**src/core/qcc_cfg.svh**
```systemverilog
// register offsets, field positions, reset values for the quadrature counter control
`ifndef QCC_CFG_SVH
`define QCC_CFG_SVH
`define QCC_OFS_CTRL     12'h000
`define QCC_OFS_POS_LO   12'h004
`define QCC_OFS_POS_HI   12'h008
`define QCC_OFS_TMR_LO   12'h00C
`define QCC_OFS_TMR_HI   12'h010
`define QCC_OFS_HOLD_HI  12'h014
`define QCC_OFS_HOLD_LO  12'h018
`define QCC_MODE_LSB     0
`define QCC_GATE_BIT     2
`define QCC_POL_BIT      3
`define QCC_PRE_LSB      4
`define QCC_SWAP_BIT     7
`define QCC_AINV_BIT     8
`define QCC_BINV_BIT     9
`define QCC_IMV_LSB      10
`define QCC_PIM_LSB      12
`define QCC_CTRL_MASK    16'h7FFF
`define QCC_CTRL_RST     16'h0000
`define QCC_HOLD_RST     16'h0000
`define QCC_PRE_ONES     7'h7F
`endif

```
**src/core/qcc_pkg.sv**
```systemverilog
// types shared by the quadrature counter control
package qcc_pkg;
  typedef enum logic [1:0] {mode_quad, mode_ext_dir, mode_ext_clk, mode_timer} counter_mode_e;
  typedef logic [15:0] word_t;
endpackage

```
**src/core/quadrature_counter_control.sv**
```systemverilog
// quadrature counter control: mode select, prescaler, position counter, interval timer, apb registers
//
// Summary of operation
// three-bit prescale divides the counter clock by two to the field value.
// polarity set counts down by default, clear counts up; external direction may override.
// gate enable set lets the gate input stop the position counter.
// mode 11 counts prescaled internal clock ticks as a timer.
// mode 10 counts rising edges of the external clock input.
// mode 01 counts external clock edges, direction from the direction input.
// mode 00 decodes both phases x4, direction from phase order.
// modes 10 and 11 act as timers and ignore the init mode field.
// mode 00 clears the whole position counter on an index match.
// index match uses phases after swap and inversion.
// software picks a counter clock at least twice the count rate.
// high hold register carries timer bits 31 to 16.
// low hold register carries timer bits 15 to 0.
// timer low read captures high word; low write loads held high word.
`include "qcc_cfg.svh"
module quadrature_counter_control (
  // clock and reset
  input  wire logic        pclk,
  input  wire logic        presetn,
  // apb slave
  input  wire logic [11:0] paddr,
  input  wire logic        psel,
  input  wire logic        penable,
  input  wire logic        pwrite,
  input  wire logic [31:0] pwdata,
  output logic      [31:0] prdata,
  output logic             pready,
  output logic             pslverr,
  // encoder pins
  input  wire logic        phase_a_input,
  input  wire logic        phase_b_input,
  input  wire logic        index_input,
  input  wire logic        count_clock_input,
  input  wire logic        up_down_input,
  input  wire logic        gate_input,
  // status
  output logic      [31:0] position_count
);
  localparam int NPIN = 6;

  logic [NPIN-1:0] pin_raw;
  logic [NPIN-1:0] sync1_q;
  logic [NPIN-1:0] sync2_q;
  logic [15:0]     ctrl_q;
  logic [6:0]      pre_q;
  logic [6:0]      pre_mask;
  logic            tick;
  logic            qa_q;
  logic            qb_q;
  logic            eclk_q;
  logic            a_c;
  logic            b_c;
  logic            step;
  logic            down;
  logic            gate_ok;
  logic            advance;
  logic            idx_hit;
  logic [31:0]     pos_q;
  logic [31:0]     itmr_q;
  logic [15:0]     hh_q;
  logic [15:0]     hl_q;
  logic [31:0]     prdata_q;
  logic            err_q;
  logic [31:0]     rdata_d;
  logic            hit_d;
  logic            setup;
  logic            wr;
  logic [2:0]      prescale;
  logic            pol;
  logic            gate_en;
  logic [1:0]      index_match_value;
  qcc_pkg::counter_mode_e mode;

  assign pin_raw = {gate_input, up_down_input, count_clock_input,
                    index_input, phase_b_input, phase_a_input};

  // two-stage synchronisers, one per pin
  generate
    for (genvar i = 0; i < NPIN; i++)
    begin : g_sync
      always_ff @(posedge pclk or negedge presetn)
      begin
        if (!presetn)
        begin
          sync1_q[i] <= 1'b0;
          sync2_q[i] <= 1'b0;
        end
        else
        begin
          sync1_q[i] <= pin_raw[i];
          sync2_q[i] <= sync1_q[i];
        end
      end
    end
  endgenerate

  assign mode     = qcc_pkg::counter_mode_e'(ctrl_q[`QCC_MODE_LSB +: 2]);
  assign prescale = ctrl_q[`QCC_PRE_LSB +: 3];
  assign pol      = ctrl_q[`QCC_POL_BIT];
  assign gate_en  = ctrl_q[`QCC_GATE_BIT];
  assign index_match_value      = ctrl_q[`QCC_IMV_LSB +: 2];

  // prescaler: tick when the low prescale bits are all ones
  assign pre_mask = 7'(`QCC_PRE_ONES >> (3'h7 - prescale)) & {7{prescale != 3'h0}};
  assign tick     = ((pre_q & pre_mask) == pre_mask);

  always_ff @(posedge pclk or negedge presetn)
  begin
    if (!presetn)
      pre_q <= 7'h00;
    else
      pre_q <= 7'(pre_q + 7'h01);
  end

  // phase conditioning, swap then invert
  assign a_c = (ctrl_q[`QCC_SWAP_BIT] ? sync2_q[1] : sync2_q[0]) ^ ctrl_q[`QCC_AINV_BIT];
  assign b_c = (ctrl_q[`QCC_SWAP_BIT] ? sync2_q[0] : sync2_q[1]) ^ ctrl_q[`QCC_BINV_BIT];

  // previous samples taken at the prescaled rate
  always_ff @(posedge pclk or negedge presetn)
  begin
    if (!presetn)
    begin
      qa_q   <= 1'b0;
      qb_q   <= 1'b0;
      eclk_q <= 1'b0;
    end
    else if (tick)
    begin
      qa_q   <= a_c;
      qb_q   <= b_c;
      eclk_q <= sync2_q[3];
    end
  end

  // count step and direction per mode
  always_comb
  begin
    step = 1'b0;
    down = pol;
    unique case (mode)
      qcc_pkg::mode_quad:
      begin
        // exactly one phase moved; both moving is an illegal jump
        step = (a_c ^ qa_q) ^ (b_c ^ qb_q);
        down = pol ^ (qa_q ^ b_c);
      end
      qcc_pkg::mode_ext_dir:
      begin
        step = sync2_q[3] & ~eclk_q;
        down = pol ^ ~sync2_q[4];
      end
      qcc_pkg::mode_ext_clk:
        step = sync2_q[3] & ~eclk_q;
      qcc_pkg::mode_timer:
        step = 1'b1;
    endcase
  end

  assign gate_ok = ~gate_en | sync2_q[5];
  assign advance = tick & step & gate_ok;
  // index reset only in quadrature mode; timer modes ignore init mode
  assign idx_hit = (mode == qcc_pkg::mode_quad) & tick & sync2_q[2]
                   & ({b_c, a_c} == index_match_value);

  always_ff @(posedge pclk or negedge presetn)
  begin
    if (!presetn)
      pos_q <= 32'h0000_0000;
    else if (idx_hit)
      pos_q <= 32'h0000_0000;
    else if (advance)
      pos_q <= down ? 32'(pos_q - 32'h1) : 32'(pos_q + 32'h1);
  end

  assign position_count = pos_q;

  // apb decode
  assign setup   = psel & ~penable;
  assign wr      = psel & penable & pwrite;
  assign pready  = psel & penable;
  assign pslverr = psel & penable & err_q;
  assign prdata  = prdata_q;

  always_comb
  begin
    rdata_d = 32'h0000_0000;
    hit_d   = 1'b1;
    case (paddr)
      `QCC_OFS_CTRL:    rdata_d = {16'h0000, ctrl_q};
      `QCC_OFS_POS_LO:  rdata_d = {16'h0000, pos_q[15:0]};
      `QCC_OFS_POS_HI:  rdata_d = {16'h0000, pos_q[31:16]};
      `QCC_OFS_TMR_LO:  rdata_d = {16'h0000, itmr_q[15:0]};
      `QCC_OFS_TMR_HI:  rdata_d = {16'h0000, hh_q};
      `QCC_OFS_HOLD_HI: rdata_d = {16'h0000, hh_q};
      `QCC_OFS_HOLD_LO: rdata_d = {16'h0000, hl_q};
      default:          hit_d   = 1'b0;
    endcase
  end

  // read data and error latched in the setup cycle
  always_ff @(posedge pclk or negedge presetn)
  begin
    if (!presetn)
    begin
      prdata_q <= 32'h0000_0000;
      err_q    <= 1'b0;
    end
    else if (setup)
    begin
      prdata_q <= pwrite ? 32'h0000_0000 : rdata_d;
      err_q    <= ~hit_d;
    end
  end

  always_ff @(posedge pclk or negedge presetn)
  begin
    if (!presetn)
      ctrl_q <= `QCC_CTRL_RST;
    else if (wr && paddr == `QCC_OFS_CTRL)
      ctrl_q <= pwdata[15:0] & `QCC_CTRL_MASK;
  end

  // hold registers
  always_ff @(posedge pclk or negedge presetn)
  begin
    if (!presetn)
    begin
      hh_q <= `QCC_HOLD_RST;
      hl_q <= `QCC_HOLD_RST;
    end
    else if (setup && !pwrite && paddr == `QCC_OFS_TMR_LO)
    begin
      hh_q <= itmr_q[31:16];
      hl_q <= itmr_q[15:0];
    end
    else if (wr)
    begin
      if (paddr == `QCC_OFS_HOLD_HI || paddr == `QCC_OFS_TMR_HI)
        hh_q <= pwdata[15:0];
      if (paddr == `QCC_OFS_HOLD_LO || paddr == `QCC_OFS_TMR_LO)
        hl_q <= pwdata[15:0];
    end
  end

  // interval timer on the prescaled clock
  always_ff @(posedge pclk or negedge presetn)
  begin
    if (!presetn)
      itmr_q <= 32'h0000_0000;
    else if (wr && paddr == `QCC_OFS_TMR_LO)
      itmr_q <= {hh_q, pwdata[15:0]};
    else if (tick)
      itmr_q <= 32'(itmr_q + 32'h1);
  end
endmodule

```
**config.mk**
```make
export PLATFORM = sky130hd
export DESIGN_NAME = quadrature_counter_control
export DESIGN_NICKNAME = d
export VERILOG_FILES = /design/src/core/qcc_pkg.sv /design/src/core/quadrature_counter_control.sv
export VERILOG_INCLUDE_DIRS = /design/src /design/src/core
export SDC_FILE = /design/constraint.sdc
export NUM_CORES = 1
export LEC_CHECK = 0
export ABC_AREA = 1
export BUFFER_PORTS_ARGS = -buffer_cell sky130_fd_sc_hd__buf_2
export CORE_ASPECT_RATIO = 0.9
export CORE_UTILIZATION = 58
export DETAILED_ROUTE_END_ITERATION = 8
export GPL_ROUTABILITY_DRIVEN = 0
export HOLD_SLACK_MARGIN = 0.05
export PLACE_DENSITY = 0.8
export SLEW_MARGIN = 20
export SYNTH_ARGS = -nofsm -noshare
export SYNTH_HDL_FRONTEND = slang
export SYNTH_SLANG_ARGS = --single-unit
```
**constraint.sdc**
```tcl
create_clock -name pclk -period 4.15 [get_ports pclk]
set_clock_uncertainty 0.1 [all_clocks]
set_input_delay 0 -clock pclk [delete_from_list [all_inputs] [get_ports pclk]]
set_output_delay 0 -clock pclk [all_outputs]
set_load 0.03 [all_outputs]
```
Word level (Yosys, flattened, before mapping)
Index checks and enable logic that the tools add are counted.
{"block": "op_classes", "mux": 18, "n_eq_ne": 11, "bitwise": 26, "multipliers": 0, "order_cmp": 0, "addsub": 5, "n_shift": 1, "reduce_logical": 20, "div_mod_pow": 0}
{"operator": "$mux W32", "n": 6}
{"operator": "$mux W16", "n": 6}
{"operator": "$pmux W16 S6", "n": 1}
{"operator": "$add A32 B1 Y32 const B", "n": 2}
{"operator": "$eq A12 B5 Y1 const B", "n": 3}
{"operator": "$sub A32 B1 Y32 const B", "n": 1}
{"operator": "$eq A12 B4 Y1 const B", "n": 2}
{"operator": "$and A7 B7 Y7", "n": 2}
{"operator": "$eq A12 B3 Y1 const B", "n": 1}
{"operator": "$logic_not A12 Y1", "n": 1}
{"operator": "$and A1 B1 Y1", "n": 10}
{"operator": "$reduce_bool A2 Y1", "n": 5}
{"operator": "$xor A1 B1 Y1", "n": 8}
{"operator": "$add A7 B1 Y7 const B", "n": 1}
{"operator": "$eq A7 B7 Y1", "n": 1}
{"operator": "$reduce_or A7 Y1", "n": 1}
{"operator": "$shr A7 B3 Y7 const A", "n": 1}
{"operator": "$not A1 Y1", "n": 5}
{"operator": "$eq A2 B2 Y1 const B", "n": 2}
{"operator": "$logic_and A1 B1 Y1", "n": 4}
{"operator": "$reduce_and A2 Y1", "n": 2}
{"operator": "$reduce_or A2 Y1", "n": 2}
{"operator": "$mux W1", "n": 3}
{"operator": "$pmux W1 S3", "n": 1}
{"operator": "other kinds (9)", "n": 10}
{"block": "word_totals", "memories": 0, "latch_bits": 0, "regBits": 166, "romBits": 0, "in_bits": 55, "mem_bits_rw": 0}

Longest topological paths before layout
Gate-level depths: netlist (run 1).
{"block": "logic_depth", "word_depth": 9, "ltp_mapped": 22, "depth_no_buf": 22}

Worst setup path after synthesis (run 1)
OpenSTA, ideal clock, no wires.
{"block": "synth_path", "path_type": "register -> register", "startpoint": "register ctrl_q[1]", "endpoint": "register pos_q[30], in the netlist position_count[30]", "synth_period_minus_slack_ps": 3391, "n_path_buf": 0, "path_slack_ps": 759, "required_time_ps": 3933, "stages_incl_launch_ff": 21, "t_arrival_ps": 3174, "setup_time_ps": 117, "path_cell_list": "dfrtp_1 > inv_1 > ha_1 > inv_1 > nor2_1 > nand3_1 > nand3_1 > nand2_1 > fa_1 > nand3_1 > nand2_1 > nand2_1 > nand2_1 > nand2_1 > nand2_1 > nand2_1 > nand2_1 > nand2_1 > nand3b_1 > nand3_1 > nand2_1"}
{"block": "synth_via", "elab_chain_len": 6, "elab_cells_between_ends": 16}
{"element": "start: declaration", "line_no": "quadrature_counter_control.sv:47", "text": "logic [15:0] ctrl_q;"}
{"element": "start signal: assignment", "line_no": "quadrature_counter_control.sv:222", "text": "ctrl_q <= `QCC_CTRL_RST;"}
{"element": "start signal: assignment", "line_no": "quadrature_counter_control.sv:224", "text": "ctrl_q <= pwdata[15:0] & `QCC_CTRL_MASK;"}
{"element": "$eq A2 B2 Y1 / $eq A2 B1 Y1 (equally long branches)", "line_no": "quadrature_counter_control.sv:144", "text": "unique case (mode)"}
{"element": "$reduce_or A2 Y1 (no line)"}
{"element": "$pmux W1 S3", "line_no": "quadrature_counter_control.sv:144"}
{"element": "$and A1 B1 Y1 (2 in series)", "line_no": "quadrature_counter_control.sv:164", "text": "assign advance = tick & step & gate_ok;"}
{"element": "$reduce_bool A2 Y1 (no line)"}
{"element": "end signal: assignment", "line_no": "quadrature_counter_control.sv:176", "text": "pos_q <= down ? 32'(pos_q - 32'h1) : 32'(pos_q + 32'h1);"}
{"element": "end: declaration", "line_no": "quadrature_counter_control.sv:61", "text": "logic [31:0] pos_q;"}
Several ways; a longest one is shown, not always the timed one. The select of a mux whose other input is x is not followed.
A chain may end at the register's enable or synchronous reset.

Worst setup path in the final report (run 1)
{"block": "layout_path", "startpoint": "register ctrl_q[1]", "endpoint": "register pos_q[31], in the netlist position_count[31]"}
Same word-level chain as after synthesis.

==> results of run 1 <==
-- critical path: stages, from the launching register on --
cell	delay, ns
dfrtp_1	0.39
inv_1	0.17
ha_1	0.28
inv_1	0.06
nor2_1	0.09
nand3_1	0.10
nand2_1	0.08
nand2_1	0.08
nand2_1	0.07
buf_4	0.40
ha_1	0.37
a21oi_1	0.22
o21ai_0	0.20
a21oi_1	0.16
nand2_1	0.18
a21oi_1	0.18
nand3_1	0.10
nand3_1	0.08
nand2_1	0.07
-- flip-flops by register name (all words and copies together) (netlist names), 6 cells and up --
register / count
hh_q: 16
sync1_q: 6
pre_q: 7
sync2_q: 6
ctrl_q: 15
hl_q: 16
itmr_q: 32
prdata: 16
position_count: 32
-- power breakdown --
group          internal, W  switching [W]
clock             0.000971       0.000619
sequential         0.00150      0.0000407
combinational    0.0000947       0.000208
total              0.00256       0.000868
-- how the worst min path moves through the flow --
stage                       from    endpoint  slack (ns)  depth (start not counted)
6_report                paddr[0]  itmr_q[20]         0.1                          8
5_1_grt               gate_input  sync1_q[5]        0.10                          2
2_1_floorplan            presetn   ctrl_q[0]       -0.40                          0
3_3_place_gp       up_down_input  sync1_q[4]       0.009                          1
4_1_cts                 paddr[2]  itmr_q[20]        0.09                          7
3_5_place_dp   count_clock_input  sync1_q[3]       0.009                          1
-- cell usage in the layout (no fill, tap or decap), types with 8 or more instances in the layout --
cell	instances
a31oi_1	16
dfrtp_1	150
o21ai_1	10
inv_2	14
xor2_1	34
o21ai_0	84
nor2_2	8
inv_1	137
buf_2	87
dlygate4sd3_1	38
o221ai_1	41
buf_4	8
nor2_1	126
xnor2_1	17
clkbuf_16	17
nand4_1	27
nand2_1	357
nand3_1	112
conb_1	16
o31ai_1	11
ha_1	42
nor3_1	24
a21oi_1	59
-- kinds of logic after synthesis --
group                      synth area share (%)
and+or+nand+nor                            29.0
buffers and inverters                      9.01
other                                    0.0377
xor gates and xnor gates                   4.65
DFF                                        37.7
AOI/OAI and AO/OA                          14.1
adders and majority gates                  5.48
-- through the flow --
step | cell area, sq um | cells
2_1_floorplan | 10000 | 1376
3_3_place_gp | 10500 | 1626
3_5_place_dp | 10500 | 1626
4_1_cts | 11400 | 1695
5_1_grt | 11400 | 1695
6_report | 11400 | 1695
-- area by class of cell --
cell class / count / area share (%)
Sequential cell: 150 / 32.8
Timing Repair Buffer: 134 / 7.76
Tap cell: 211 / 2.31
Multi-Input combinational cell: 1018 / 47.0
Inverter: 151 / 4.96
Clock buffer: 22 / 4.06
Clock inverter: 9 / 1.11
-- layer usage --
metal	global-route usage, %	up-vias
li1	-	4740
met1	49.5	4685
met2	53.9	605
met3	9.16	70
met4	12.0	0
met5	0	-
==> run summary, run 1 <==
## Run status
* **run status** finished clean

## Detailed routing
* **Post-Route WL** 30,100 um
* **Residual DRC** 0
* **wire length on met2** 13,100 um
* **drt pass-1 iters** 6
* **initial detailed-routing violation count** 1,334
* **met3 wirelength from detailed routing** 3270 um
* **number of vias in the routed layout** 10,100
* **Metal-1 WL** 12,700 um
* **via count normalized by instance count** 5.96
* **highest metal layer with signal wires** met4
* **average routed wire per standard cell** 17.7 um
* **ANT nets after route** 0

## Cells and area
* **share of post-route cells with drive strength above 1** 10.9%
* **Multi-input gate area** 5370 sq um
* **layout overhead on the synthesized area** 14.8%
* **Final #Nets** 1,570
* **area taken by flip-flops and latches** 3750 sq um
* **end-of-flow core utilization** 67.9%
* **Filler Cells Inserted** 1,441
* **final antenna diode count** 0

## Job
* **reported max-cap violation count** 0

## Clock network
* **clock transition time at the flip-flop clock pins of the worst setup and hold paths** 0.06 ns
* **Post-CTS Hold Buffers** 38
* **source-to-sink clock delay at the later pin of the worst-skew pair** 0.43 ns
* **Max clock buf depth** 2
* **clk sink count** 150
* **H-tree Lvls** 4
* **number of buffers inserted to repair setup after CTS** 0
* **post-CTS sizing** 0
* **number of CTS-inserted buffers** 17
* **TritonCTS clock tree** yes
* **root cell of the clock tree** clkbuf_16

## Yosys
* **most frequent cell after synthesis** nand2_1
* **async set or reset register ratio after synthesis** 100%
* **synth warn** 0
* **distinct cell type count after synthesis** 44
* **largest area contributor in the netlist** dfrtp_1
* **sequential share of the synthesized area** 37.7%
* **Mapped Area** 9950 sq um
* **cell types occupying the most area after synthesis** dfrtp_1 (38%), nand2_1 (13%), nand3_1 (5.7%), ha_1 (5.3%), inv_1 (5.2%)
* **ys flop type** dfrtp_1
* **fraction of synthesized cell area taken by the top area cell type** 37.7%
* **synthesized netlist cell count** 1,361
* **flip-flop and latch count after synthesis** 150
* **per-instance average area after synthesis** 7.31 sq um
* **most instantiated cells after synthesis** nand2_1 (357), dfrtp_1 (150), inv_1 (137)
* **number of enable flip-flop cells after synthesis** 0

## Global route
* **GR Util All Layers** 35.5%
* **vias in the first global route** 9,276
* **pin count of the biggest net entering global routing** 90
* **number of antenna violations at the first check in global routing** 0
* **first-pass GRT wire length** 48,700 um
* **gr ovfl total** 0

## Timing
* **setup-violating endpoint count in the final report** 0
* **post-route worst setup slack** 0.615 ns
* **shortest clock period the worst path allows after layout** 3.54 ns
* **Final period util** 85.2%
* **number of slew-limit violations in the final report** 0
* **RSZ-0062 raised after global routing** no
* **slew at the pin with the worst max-slew slack** 0.876 ns
* **fmax** 0.283 GHz
* **Total Negative Setup Slacks** 0 ns
* **count of endpoints failing hold in the final timing report** 0
* **worst slew slack as a fraction of its limit** 41.6%
* **Post-Route Hold Slack** 0.0994 ns

## Floorplan
* **overall die width** 140 um
* **number of top-level design ports** 121
* **initial core utilization** 59.1%
* **Placement Rows** 45
* **DIE HEIGHT** 126 um
* **area of the core region** 16,800 sq um
* **floorplan die area** 17,700 sq um

## Critical path
* **source of the worst register-to-register timing path** ctrl_q[1]
* **capturing element of the worst setup path** position_count[31]
* **first element of the critical path** ctrl_q[1]
* **Req. time, crit path** 4.36 ns
* **Reg-to-Reg End** position_count[31]
* **path depth of the worst reg2reg path** 18
* **worst setup path class** flip-flop to flip-flop
* **type of destination of the critical path** flip-flop
* **crit path DAT** 3.75 ns
* **crit path max fanout** 40
* **Critical Path Start Type** flip-flop
* **reg-to-reg slack, setup** 0.61 ns

## Worst hold path
* **Hold Crit Class** input port to flip-flop

## Power and ir drop
* **overall power of the completed layout** 0.00343 W
* **static leakage power** 5.83 nW
* **Worst VDD drop** 0.293 mV
* **power density over cell area** 300 nW/um^2

## Placement
* **IO Port Bufs** 88
* **worst setup timing slack at the placement stage** 0.745 ns
* **total half-perimeter wirelength after legalization and detailed placement** 21,800 um

Note: power is estimated with default switching activity, not from simulation.
==> inputs of run 2 (changes only) <==
--- a/config.mk
+++ b/config.mk
@@ -10,6 +10,7 @@
 export BUFFER_PORTS_ARGS = -buffer_cell sky130_fd_sc_hd__buf_2
 export CORE_ASPECT_RATIO = 0.9
 export CORE_UTILIZATION = 58
+export CTS_BUF_LIST = sky130_fd_sc_hd__clkbuf_8
 export DETAILED_ROUTE_END_ITERATION = 8
 export GPL_ROUTABILITY_DRIVEN = 0
 export HOLD_SLACK_MARGIN = 0.05
==> run summary, run 2 (synthesis results as in run 1) <==
## Cells and area
* **Final #Nets** 1,575, was 1,570
* **final antenna diode count** 0, unchanged
* **Filler Cells Inserted** 1,452, was 1,441
* **commonest non-fill, non-tap cells in the layout** nand2_1 (357), dfrtp_1 (150), inv_1 (140), was nand2_1 (357), dfrtp_1 (150), inv_1 (137)
* **layout overhead on the synthesized area** 13.4%, was 14.8%
* **leading cell type in the layout, fill and taps excluded** nand2_1, unchanged
* **area taken by flip-flops and latches** 3750 sq um, unchanged
* **Multi-input gate area** 5370 sq um, unchanged
* **share of post-route cells with drive strength above 1** 10.9%, about the same

## Critical path
* **family with the most delay on the worst path** buffers and inverters, was simple AND/OR/NAND/NOR gates
* **type of destination of the critical path** flip-flop, unchanged
* **Bufs and invs on worst path** 7, was 3
* **peak per-stage delay on the critical path** 0.59 ns, was 0.40 ns
* **worst setup path class** input port to flip-flop, was flip-flop to flip-flop
* **crit path max fanout** 30, was 40
* **first element of the critical path** paddr[0], was ctrl_q[1]
* **crit path DAT** 3.85 ns, was 3.75 ns
* **source of the worst register-to-register timing path** ctrl_q[1], unchanged
* **Req. time, crit path** 4.46 ns, was 4.36 ns
* **Slowest cell on crit path** dlygate4sd3_1, was buf_4
* **ordered cell list for the critical path** dlygate4sd3_1, buf_2, nor2_2, dlygate4sd3_1, inv_2, nor3_4, nand3_2, inv_2, o21ai_2, inv_2, nor2_1, a31oi_1, dlygate4sd3_1, was inv_1, ha_1, inv_1, nor2_1, nand3_1, nand2_1, nand2_1, nand2_1, buf_4, ha_1, a21oi_1, o21ai_0, a21oi_1, nand2_1, a21oi_1, nand3_1, nand3_1, nand2_1
* **Critical Path Start Type** input port, was flip-flop

## Timing
* **Final period util** 85.3%, was 85.2%
* **Post-Route Hold Slack** 0.0659 ns, was 0.0994 ns
* **slew at the pin with the worst max-slew slack** 0.871 ns, was 0.876 ns
* **worst slew slack as a fraction of its limit** 41.9%, was 41.6%
* **number of slew-limit violations in the final report** 0, unchanged
* **count of endpoints failing hold in the final timing report** 0, unchanged
* **setup-violating endpoint count in the final report** 0, unchanged
* **fmax** 0.283 GHz, about the same
* **RSZ-0062 raised after global routing** no, unchanged
* **Total Negative Setup Slacks** 0 ns, unchanged
* **shortest clock period the worst path allows after layout** 3.54 ns, about the same

## Power and ir drop
* **static leakage power** 5.78 nW, was 5.83 nW
* **power density over cell area** 268 nW/um^2, was 300 nW/um^2
* **power share of the clock group** 39.1%, was 46.4%
* **internal power** 0.00220 W, was 0.00256 W
* **overall power of the completed layout** 0.00302 W, was 0.00343 W
* **Switching Fraction** 27.1%, was 25.3%
* **Switching Power** 0.000818 W, was 0.000868 W
* **Worst VDD drop** 0.225 mV, was 0.293 mV
* **portion of total power attributed to combinational logic** 10.1%, was 8.8%
* **register share of total power** 50.8%, was 44.8%

## Clock network
* **number of buffers inserted to repair setup after CTS** 0, unchanged
* **H-tree Lvls** 4, unchanged
* **Max clock buf depth** 2, unchanged
* **clock transition time at the flip-flop clock pins of the worst setup and hold paths** 0.09 ns, was 0.06 ns
* **source-to-sink clock delay at the later pin of the worst-skew pair** 0.48 ns, was 0.43 ns
* **clk sink count** 150, unchanged
* **TritonCTS clock tree** yes, unchanged
* **root cell of the clock tree** clkbuf_8, was clkbuf_16
* **number of CTS-inserted buffers** 17, unchanged

## Floorplan
* **Placement Rows** 45, unchanged
* **number of top-level design ports** 121, unchanged
* **floorplan die area** 17,700 sq um, unchanged
* **DIE HEIGHT** 126 um, unchanged
* **overall die width** 140 um, unchanged
* **initial core utilization** 59.1%, unchanged
* **area of the core region** 16,800 sq um, unchanged

## Detailed routing
* **drt pass-1 iters** 6, unchanged
* **number of vias in the routed layout** 10,104, was 10,100
* **Residual DRC** 0, unchanged
* **average routed wire per standard cell** 17.6 um, was 17.7 um
* **Post-Route WL** 29,900 um, was 30,100 um
* **initial detailed-routing violation count** 1,274, was 1,334
* **via count normalized by instance count** 5.94, was 5.96
* **ANT nets after route** 0, unchanged

## Job
* **reported max-cap violation count** 0, unchanged

## Worst hold path
* **Hold Crit Class** input port to asynchronous set/reset pin, was input port to flip-flop

## Placement
* **total half-perimeter wirelength after legalization and detailed placement** 21,800 um, unchanged
* **IO Port Bufs** 88, unchanged

## Global route
* **pin count of the biggest net entering global routing** 90, unchanged
* **vias in the first global route** 9,338, was 9,276
* **GR Util All Layers** 35.4%, was 35.5%
* **first-pass GRT wire length** 48,600 um, was 48,700 um
* **gr ovfl total** 0, unchanged
* **number of antenna violations at the first check in global routing** 0, unchanged

## Run status
* **run status** finished clean, unchanged

## run 2: path summary, 6_finish.rpt
kind,endpoint,slack [ns],cells after the start
max,hl_q[13],0.61,13
min,position_count[2],0.07,2
max reg2reg,position_count[27],0.64,19
min reg2reg,sync2_q[3],0.25,0
max in group asynchronous,sync2_q[0],2.94,3
min in group pclk,sync1_q[5],0.07,2
## run 2: through the flow
step | util, % | instances | instance area, sq um | setup WS (ns)
after CTS | 67.0 | 1700 | 11300 | 0.737
final | 67.0 | 1700 | 11300 | 0.612
after global placement | 62.1 | 1626 | 10500 | 0.878
after global routing | 67.0 | 1700 | 11300 | 0.317
after floorplan | - | 1376 | 10000 | 0.759
after detailed placement | 62.1 | 1626 | 10500 | 0.745
## run 2: layout make-up
| class | instances | area share [%] |
|---|---|---|
| sequential | 150 | 33.3 |
| tap | 211 | 2.34 |
| multi-input combinational | 1018 | 47.5 |
| clock inverter | 12 | 1.22 |
| inverter | 151 | 5.02 |
| timing repair buffer | 139 | 8.30 |
| clock buffer | 19 | 2.32 |
## run 2: power groups by stage
| stage | Sequential, W | Combinational, W | Clock [W] |
|---|---|---|---|
| after floorplan | 0.00157 | 0.000160 | 0 |
| after global placement | 0.00156 | 0.000273 | 0 |
| after detailed placement | 0.00156 | 0.000280 | 0 |
| after CTS | 0.00153 | 0.000304 | 0.00119 |
| after global routing | 0.00154 | 0.000337 | 0.00125 |
| final | 0.00153 | 0.000305 | 0.00118 |
## run 2: what timing repair did
item                      CTS  global route
resized for setup           0             0
hold buffers               43             0
hold endpoints to repair  174             0
## run 2: worst register-to-register path: cells and delay by family, from the launching register on
kind                       cells  cell delay, ns
buffers and inverters          3            0.63
adders and majority gates      2            0.66
and+or+nand+nor               11            0.95
AOI/OAI and AO/OA              3            0.72
DFF                            1            0.40
## run 2: per-layer routing
layer,GRT usage [%],part of all wire (%),vias up
li1,-,-,4736
met4,14.2,3.6,0
met3,7.91,11,78
met1,49.6,43,4701
met2,53.3,43,589
met5,0,0,-
==> inputs of run 3 (changes only) <==
--- a/config.mk
+++ b/config.mk
@@ -6,14 +6,14 @@
 export SDC_FILE = /design/constraint.sdc
 export NUM_CORES = 1
 export LEC_CHECK = 0
-export ABC_AREA = 1
 export BUFFER_PORTS_ARGS = -buffer_cell sky130_fd_sc_hd__buf_2
 export CORE_ASPECT_RATIO = 0.9
 export CORE_UTILIZATION = 58
 export CTS_BUF_LIST = sky130_fd_sc_hd__clkbuf_8
 export DETAILED_ROUTE_END_ITERATION = 8
 export GPL_ROUTABILITY_DRIVEN = 0
-export HOLD_SLACK_MARGIN = 0.05
+export HOLD_SLACK_MARGIN = 0.02
+export MAX_ROUTING_LAYER = met4
 export PLACE_DENSITY = 0.8
 export SLEW_MARGIN = 20
 export SYNTH_ARGS = -nofsm -noshare
==> run summary, run 3 <==
## Yosys
* **cell types occupying the most area after synthesis** dfrtp_1 (43%), ha_1 (6.0%), a21oi_1 (5.2%), mux2i_1 (4.1%), xor2_1 (4.0%), was dfrtp_1 (38%), nand2_1 (13%), nand3_1 (5.7%), ha_1 (5.3%), inv_1 (5.2%)
* **fraction of the mapped netlist area in adder cells** 6.24%, was 5.48%
* **fraction of synthesized cell area taken by the top area cell type** 43.0%, was 37.7%
* **distinct cell type count after synthesis** 59, was 44
* **flip-flop and latch count after synthesis** 150, unchanged
* **fraction of synthesized cell area in xor and xnor cells** 7.19%, was 4.65%
* **Post-Synth Simple-Gate Area** 12.8%, was 29.0%
* **synthesized netlist cell count** 890, was 1,361
* **combinational family with the most area after synthesis** compound AO/OA/AOI/OAI gates, was simple AND/OR/NAND/NOR gates
* **synth warn** 0, unchanged
* **Mapped Area** 8740 sq um, was 9950 sq um
* **number of enable flip-flop cells after synthesis** 0, unchanged
* **post-synthesis compound-gate area fraction** 20.0%, was 14.1%
* **sequential share of the synthesized area** 43.0%, was 37.7%
* **ys flop type** dfrtp_1, unchanged
* **proportion of synthesized area in mux cells** 6.70%, was 0%
* **per-instance average area after synthesis** 9.82 sq um, was 7.31 sq um
* **async set or reset register ratio after synthesis** 100%, unchanged
* **most frequent cell after synthesis** dfrtp_1, was nand2_1
* **most instantiated cells after synthesis** dfrtp_1 (150), a21oi_1 (91), nor2_1 (84), was nand2_1 (357), dfrtp_1 (150), inv_1 (137)
* **largest area contributor in the netlist** dfrtp_1, unchanged

## Floorplan
* **initial core utilization** 59.4%, was 59.1%
* **Placement Rows** 42, was 45
* **overall die width** 131 um, was 140 um
* **floorplan die area** 15,600 sq um, was 17,700 sq um
* **DIE HEIGHT** 118 um, was 126 um
* **area of the core region** 14,700 sq um, was 16,800 sq um
* **number of top-level design ports** 121, unchanged

## Global route
* **number of antenna violations at the first check in global routing** 1, was 0
* **gr ovfl total** 0, unchanged
* **vias in the first global route** 6,764, was 9,338
* **first-pass GRT wire length** 36,400 um, was 48,600 um
* **pin count of the biggest net entering global routing** 78, was 90
* **GR Util All Layers** 31.4%, was 35.4%

## Detailed routing
* **Residual DRC** 0, unchanged
* **Post-Route WL** 24,100 um, was 29,900 um
* **ANT nets after route** 0, unchanged
* **drt pass-1 iters** 8, was 6
* **initial detailed-routing violation count** 885, was 1,274
* **average routed wire per standard cell** 19.6 um, was 17.6 um
* **number of vias in the routed layout** 7,615, was 10,104
* **via count normalized by instance count** 6.20, was 5.94

## Timing
* **fmax** 0.238 GHz, was 0.283 GHz
* **count of endpoints failing hold in the final timing report** 0, unchanged
* **Total Negative Setup Slacks** -0.0533 ns, was 0 ns
* **shortest clock period the worst path allows after layout** 4.20 ns, was 3.54 ns
* **Post-Route Hold Slack** 0.0345 ns, was 0.0659 ns
* **slew at the pin with the worst max-slew slack** 1.05 ns, was 0.871 ns
* **Final period util** 101%, was 85.3%
* **setup-violating endpoint count in the final report** 1, was 0
* **RSZ-0062 raised after global routing** yes, was no
* **number of slew-limit violations in the final report** 0, unchanged
* **worst slew slack as a fraction of its limit** 30.0%, was 41.9%
* **post-route worst setup slack** -0.0533 ns, was 0.612 ns

## Clock network
* **H-tree Lvls** 4, unchanged
* **TritonCTS clock tree** yes, unchanged
* **source-to-sink clock delay at the later pin of the worst-skew pair** 0.47 ns, was 0.48 ns
* **root cell of the clock tree** clkbuf_8, unchanged
* **clk sink count** 150, unchanged
* **Max clock buf depth** 2, unchanged
* **clock transition time at the flip-flop clock pins of the worst setup and hold paths** 0.08 ns, was 0.09 ns
* **number of CTS-inserted buffers** 17, unchanged

## Critical path
* **crit path max fanout** 6, was 30
* **Bufs and invs on worst path** 2, was 7
* **ordered cell list for the critical path** mux2i_2, xnor2_2, xor2_2, nand2_2, mux2i_4, xor2_4, clkbuf_16, buf_8, ha_4, a21o_1, o211ai_1, a211oi_2, o2111ai_2, a21oi_2, o31ai_2, nand3_1, a32o_1, was dlygate4sd3_1, buf_2, nor2_2, dlygate4sd3_1, inv_2, nor3_4, nand3_2, inv_2, o21ai_2, inv_2, nor2_1, a31oi_1, dlygate4sd3_1
* **path depth of the worst reg2reg path** 17, was 19
* **Req. time, crit path** 4.41 ns, was 4.46 ns
* **reg-to-reg slack, setup** -0.05 ns, was 0.64 ns
* **worst setup path class** flip-flop to flip-flop, was input port to flip-flop
* **type of destination of the critical path** flip-flop, unchanged
* **family with the most delay on the worst path** compound AO/OA/AOI/OAI gates, was buffers and inverters
* **source of the worst register-to-register timing path** ctrl_q[7], was ctrl_q[1]
* **crit path DAT** 4.46 ns, was 3.85 ns
* **peak per-stage delay on the critical path** 0.38 ns, was 0.59 ns
* **Reg-to-Reg End** position_count[28], was position_count[27]
* **Critical Path Start Type** flip-flop, was input port
* **Slowest cell on crit path** dfrtp_1, was dlygate4sd3_1

## Cells and area
* **share of post-route cells with drive strength above 1** 23.0%, was 10.9%
* **Filler Cells Inserted** 1,067, was 1,452
* **commonest non-fill, non-tap cells in the layout** dfrtp_1 (150), buf_2 (87), nor2_1 (84), was nand2_1 (357), dfrtp_1 (150), inv_1 (140)
* **Final #Nets** 1,115, was 1,575
* **number of standard cells in the layout, taps in and fillers out** 1,229, was 1,700
* **leading cell type in the layout, fill and taps excluded** dfrtp_1, was nand2_1
* **layout overhead on the synthesized area** 20.8%, was 13.4%

## Placement
* **IO Port Bufs** 88, unchanged
* **worst setup timing slack at the placement stage** -0.0542 ns, was 0.745 ns
* **cell count after placement** 1,159, was 1,626
* **total half-perimeter wirelength after legalization and detailed placement** 16,400 um, was 21,800 um

## Power and ir drop
* **overall power of the completed layout** 0.00591 W, was 0.00302 W
* **Worst VDD drop** 0.449 mV, was 0.225 mV
* **static leakage power** 5.05 nW, was 5.78 nW
* **power density over cell area** 561 nW/um^2, was 268 nW/um^2

## Run status
* **violated checks** negative setup slack
* **run status** complete, but fails checks, was finished clean

## Worst hold path
* **Hold Crit Class** input port to asynchronous set/reset pin, unchanged

## Job
* **reported max-cap violation count** 0, unchanged

## run 3: changes by cell type in the layout (fill, tap and decap cells not counted), sizes merged, moves of 35 or more
cell / previous run / this run
nand2: 359 / 52
inv: 154 / 18
nand3: 116 / 29
nor2: 136 / 86
o21ai: 97 / 47
o221ai: 41 / 1
mux2i: 0 / 36
a21oi: 59 / 94
## run 3: power by group
| group | leakage (nW) | internal [W] | total, W | switching (W) |
|---|---|---|---|---|
| Sequential | 1.98 | 0.00165 | 0.00205 | 0.000399 |
| Combinational | 2.85 | 0.00116 | 0.00261 | 0.00145 |
| Clock | 0.216 | 0.000676 | 0.00126 | 0.000583 |
| Total | 5.05 | 0.00349 | 0.00591 | 0.00243 |
## run 3: worst max-delay path by stage
stage / startpoint / cells after the start / slack [ns] / endpoint
CTS: ctrl_q[7] / 16 / 0.003 / position_count[27]
global route: ctrl_q[7] / 17 / -0.16 / position_count[28]
global placement: ctrl_q[7] / 18 / 0.06 / position_count[26]
detailed placement: ctrl_q[7] / 16 / -0.05 / position_count[27]
finish: ctrl_q[7] / 17 / -0.05 / position_count[28]
floorplan: ctrl_q[7] / 15 / -0.27 / position_count[27]
## run 3: cell families (layout without fill, tap and decap cells)
group                    Yosys count  count (layout)
AO/OA/AOI/OAI                    263             263
XOR/XNOR                          70              70
adder cells (fa/ha/maj)           43              43
buffers and inverters             74             199
flip-flops                       150             150
multiplexers                      56              56
other                              1              17
AND/OR/NAND/NOR                  233             233
## run 3: layout make-up
class | count | area [sq um] | area share, %
multi-input combinational | 681 | 4990 | 47.3
clock buffer | 18 | 248 | 2.35
inverter | 16 | 60.1 | 0.569
clock inverter | 14 | 200 | 1.90
sequential | 150 | 3750 | 35.6
tap | 198 | 248 | 2.35
timing repair buffer | 151 | 1040 | 9.90
antenna | 1 | 2.50 | 0.0237
## run 3: routing by layer
metal	share of wire, %	track usage (%)	vias to the layer above	wire length [um]
li1	-	-	3480	-
met1	44	43.8	3670	10600
met2	45	44.7	394	10800
met3	7.9	6.78	71	1900
met4	3.8	12.0	0	911
met5	0	-	-	0
## run 3: worst reg2reg max path, stage by stage (launching register included)
cell	delay [ns]
dfrtp_1	0.38
mux2i_2	0.28
xnor2_2	0.19
xor2_2	0.20
nand2_2	0.08
mux2i_4	0.20
xor2_4	0.29
clkbuf_16	0.24
buf_8	0.13
ha_4	0.21
a21o_1	0.18
o211ai_1	0.33
a211oi_2	0.15
o2111ai_2	0.35
a21oi_2	0.15
o31ai_2	0.27
nand3_1	0.10
a32o_1	0.25
## run 3: repair_timing
action / in CTS / in global routing
endpoints found under the hold margin: 145 / 0
endpoints found under the setup margin: 4 / 12
gates cloned: 0 / 2
resized for setup: 3 / 48
setup buffers: 0 / 10
pin swaps: 1 / 26
hold buffers: 25 / 0
## run 3: stage by stage
stage	util [%]	area, sq um
3_5_place_dp	64.2	9440
6_report	71.7	10600
2_1_floorplan	-	8820
4_1_cts	69.0	10200
3_3_place_gp	64.2	9440
5_1_grt	71.7	10600
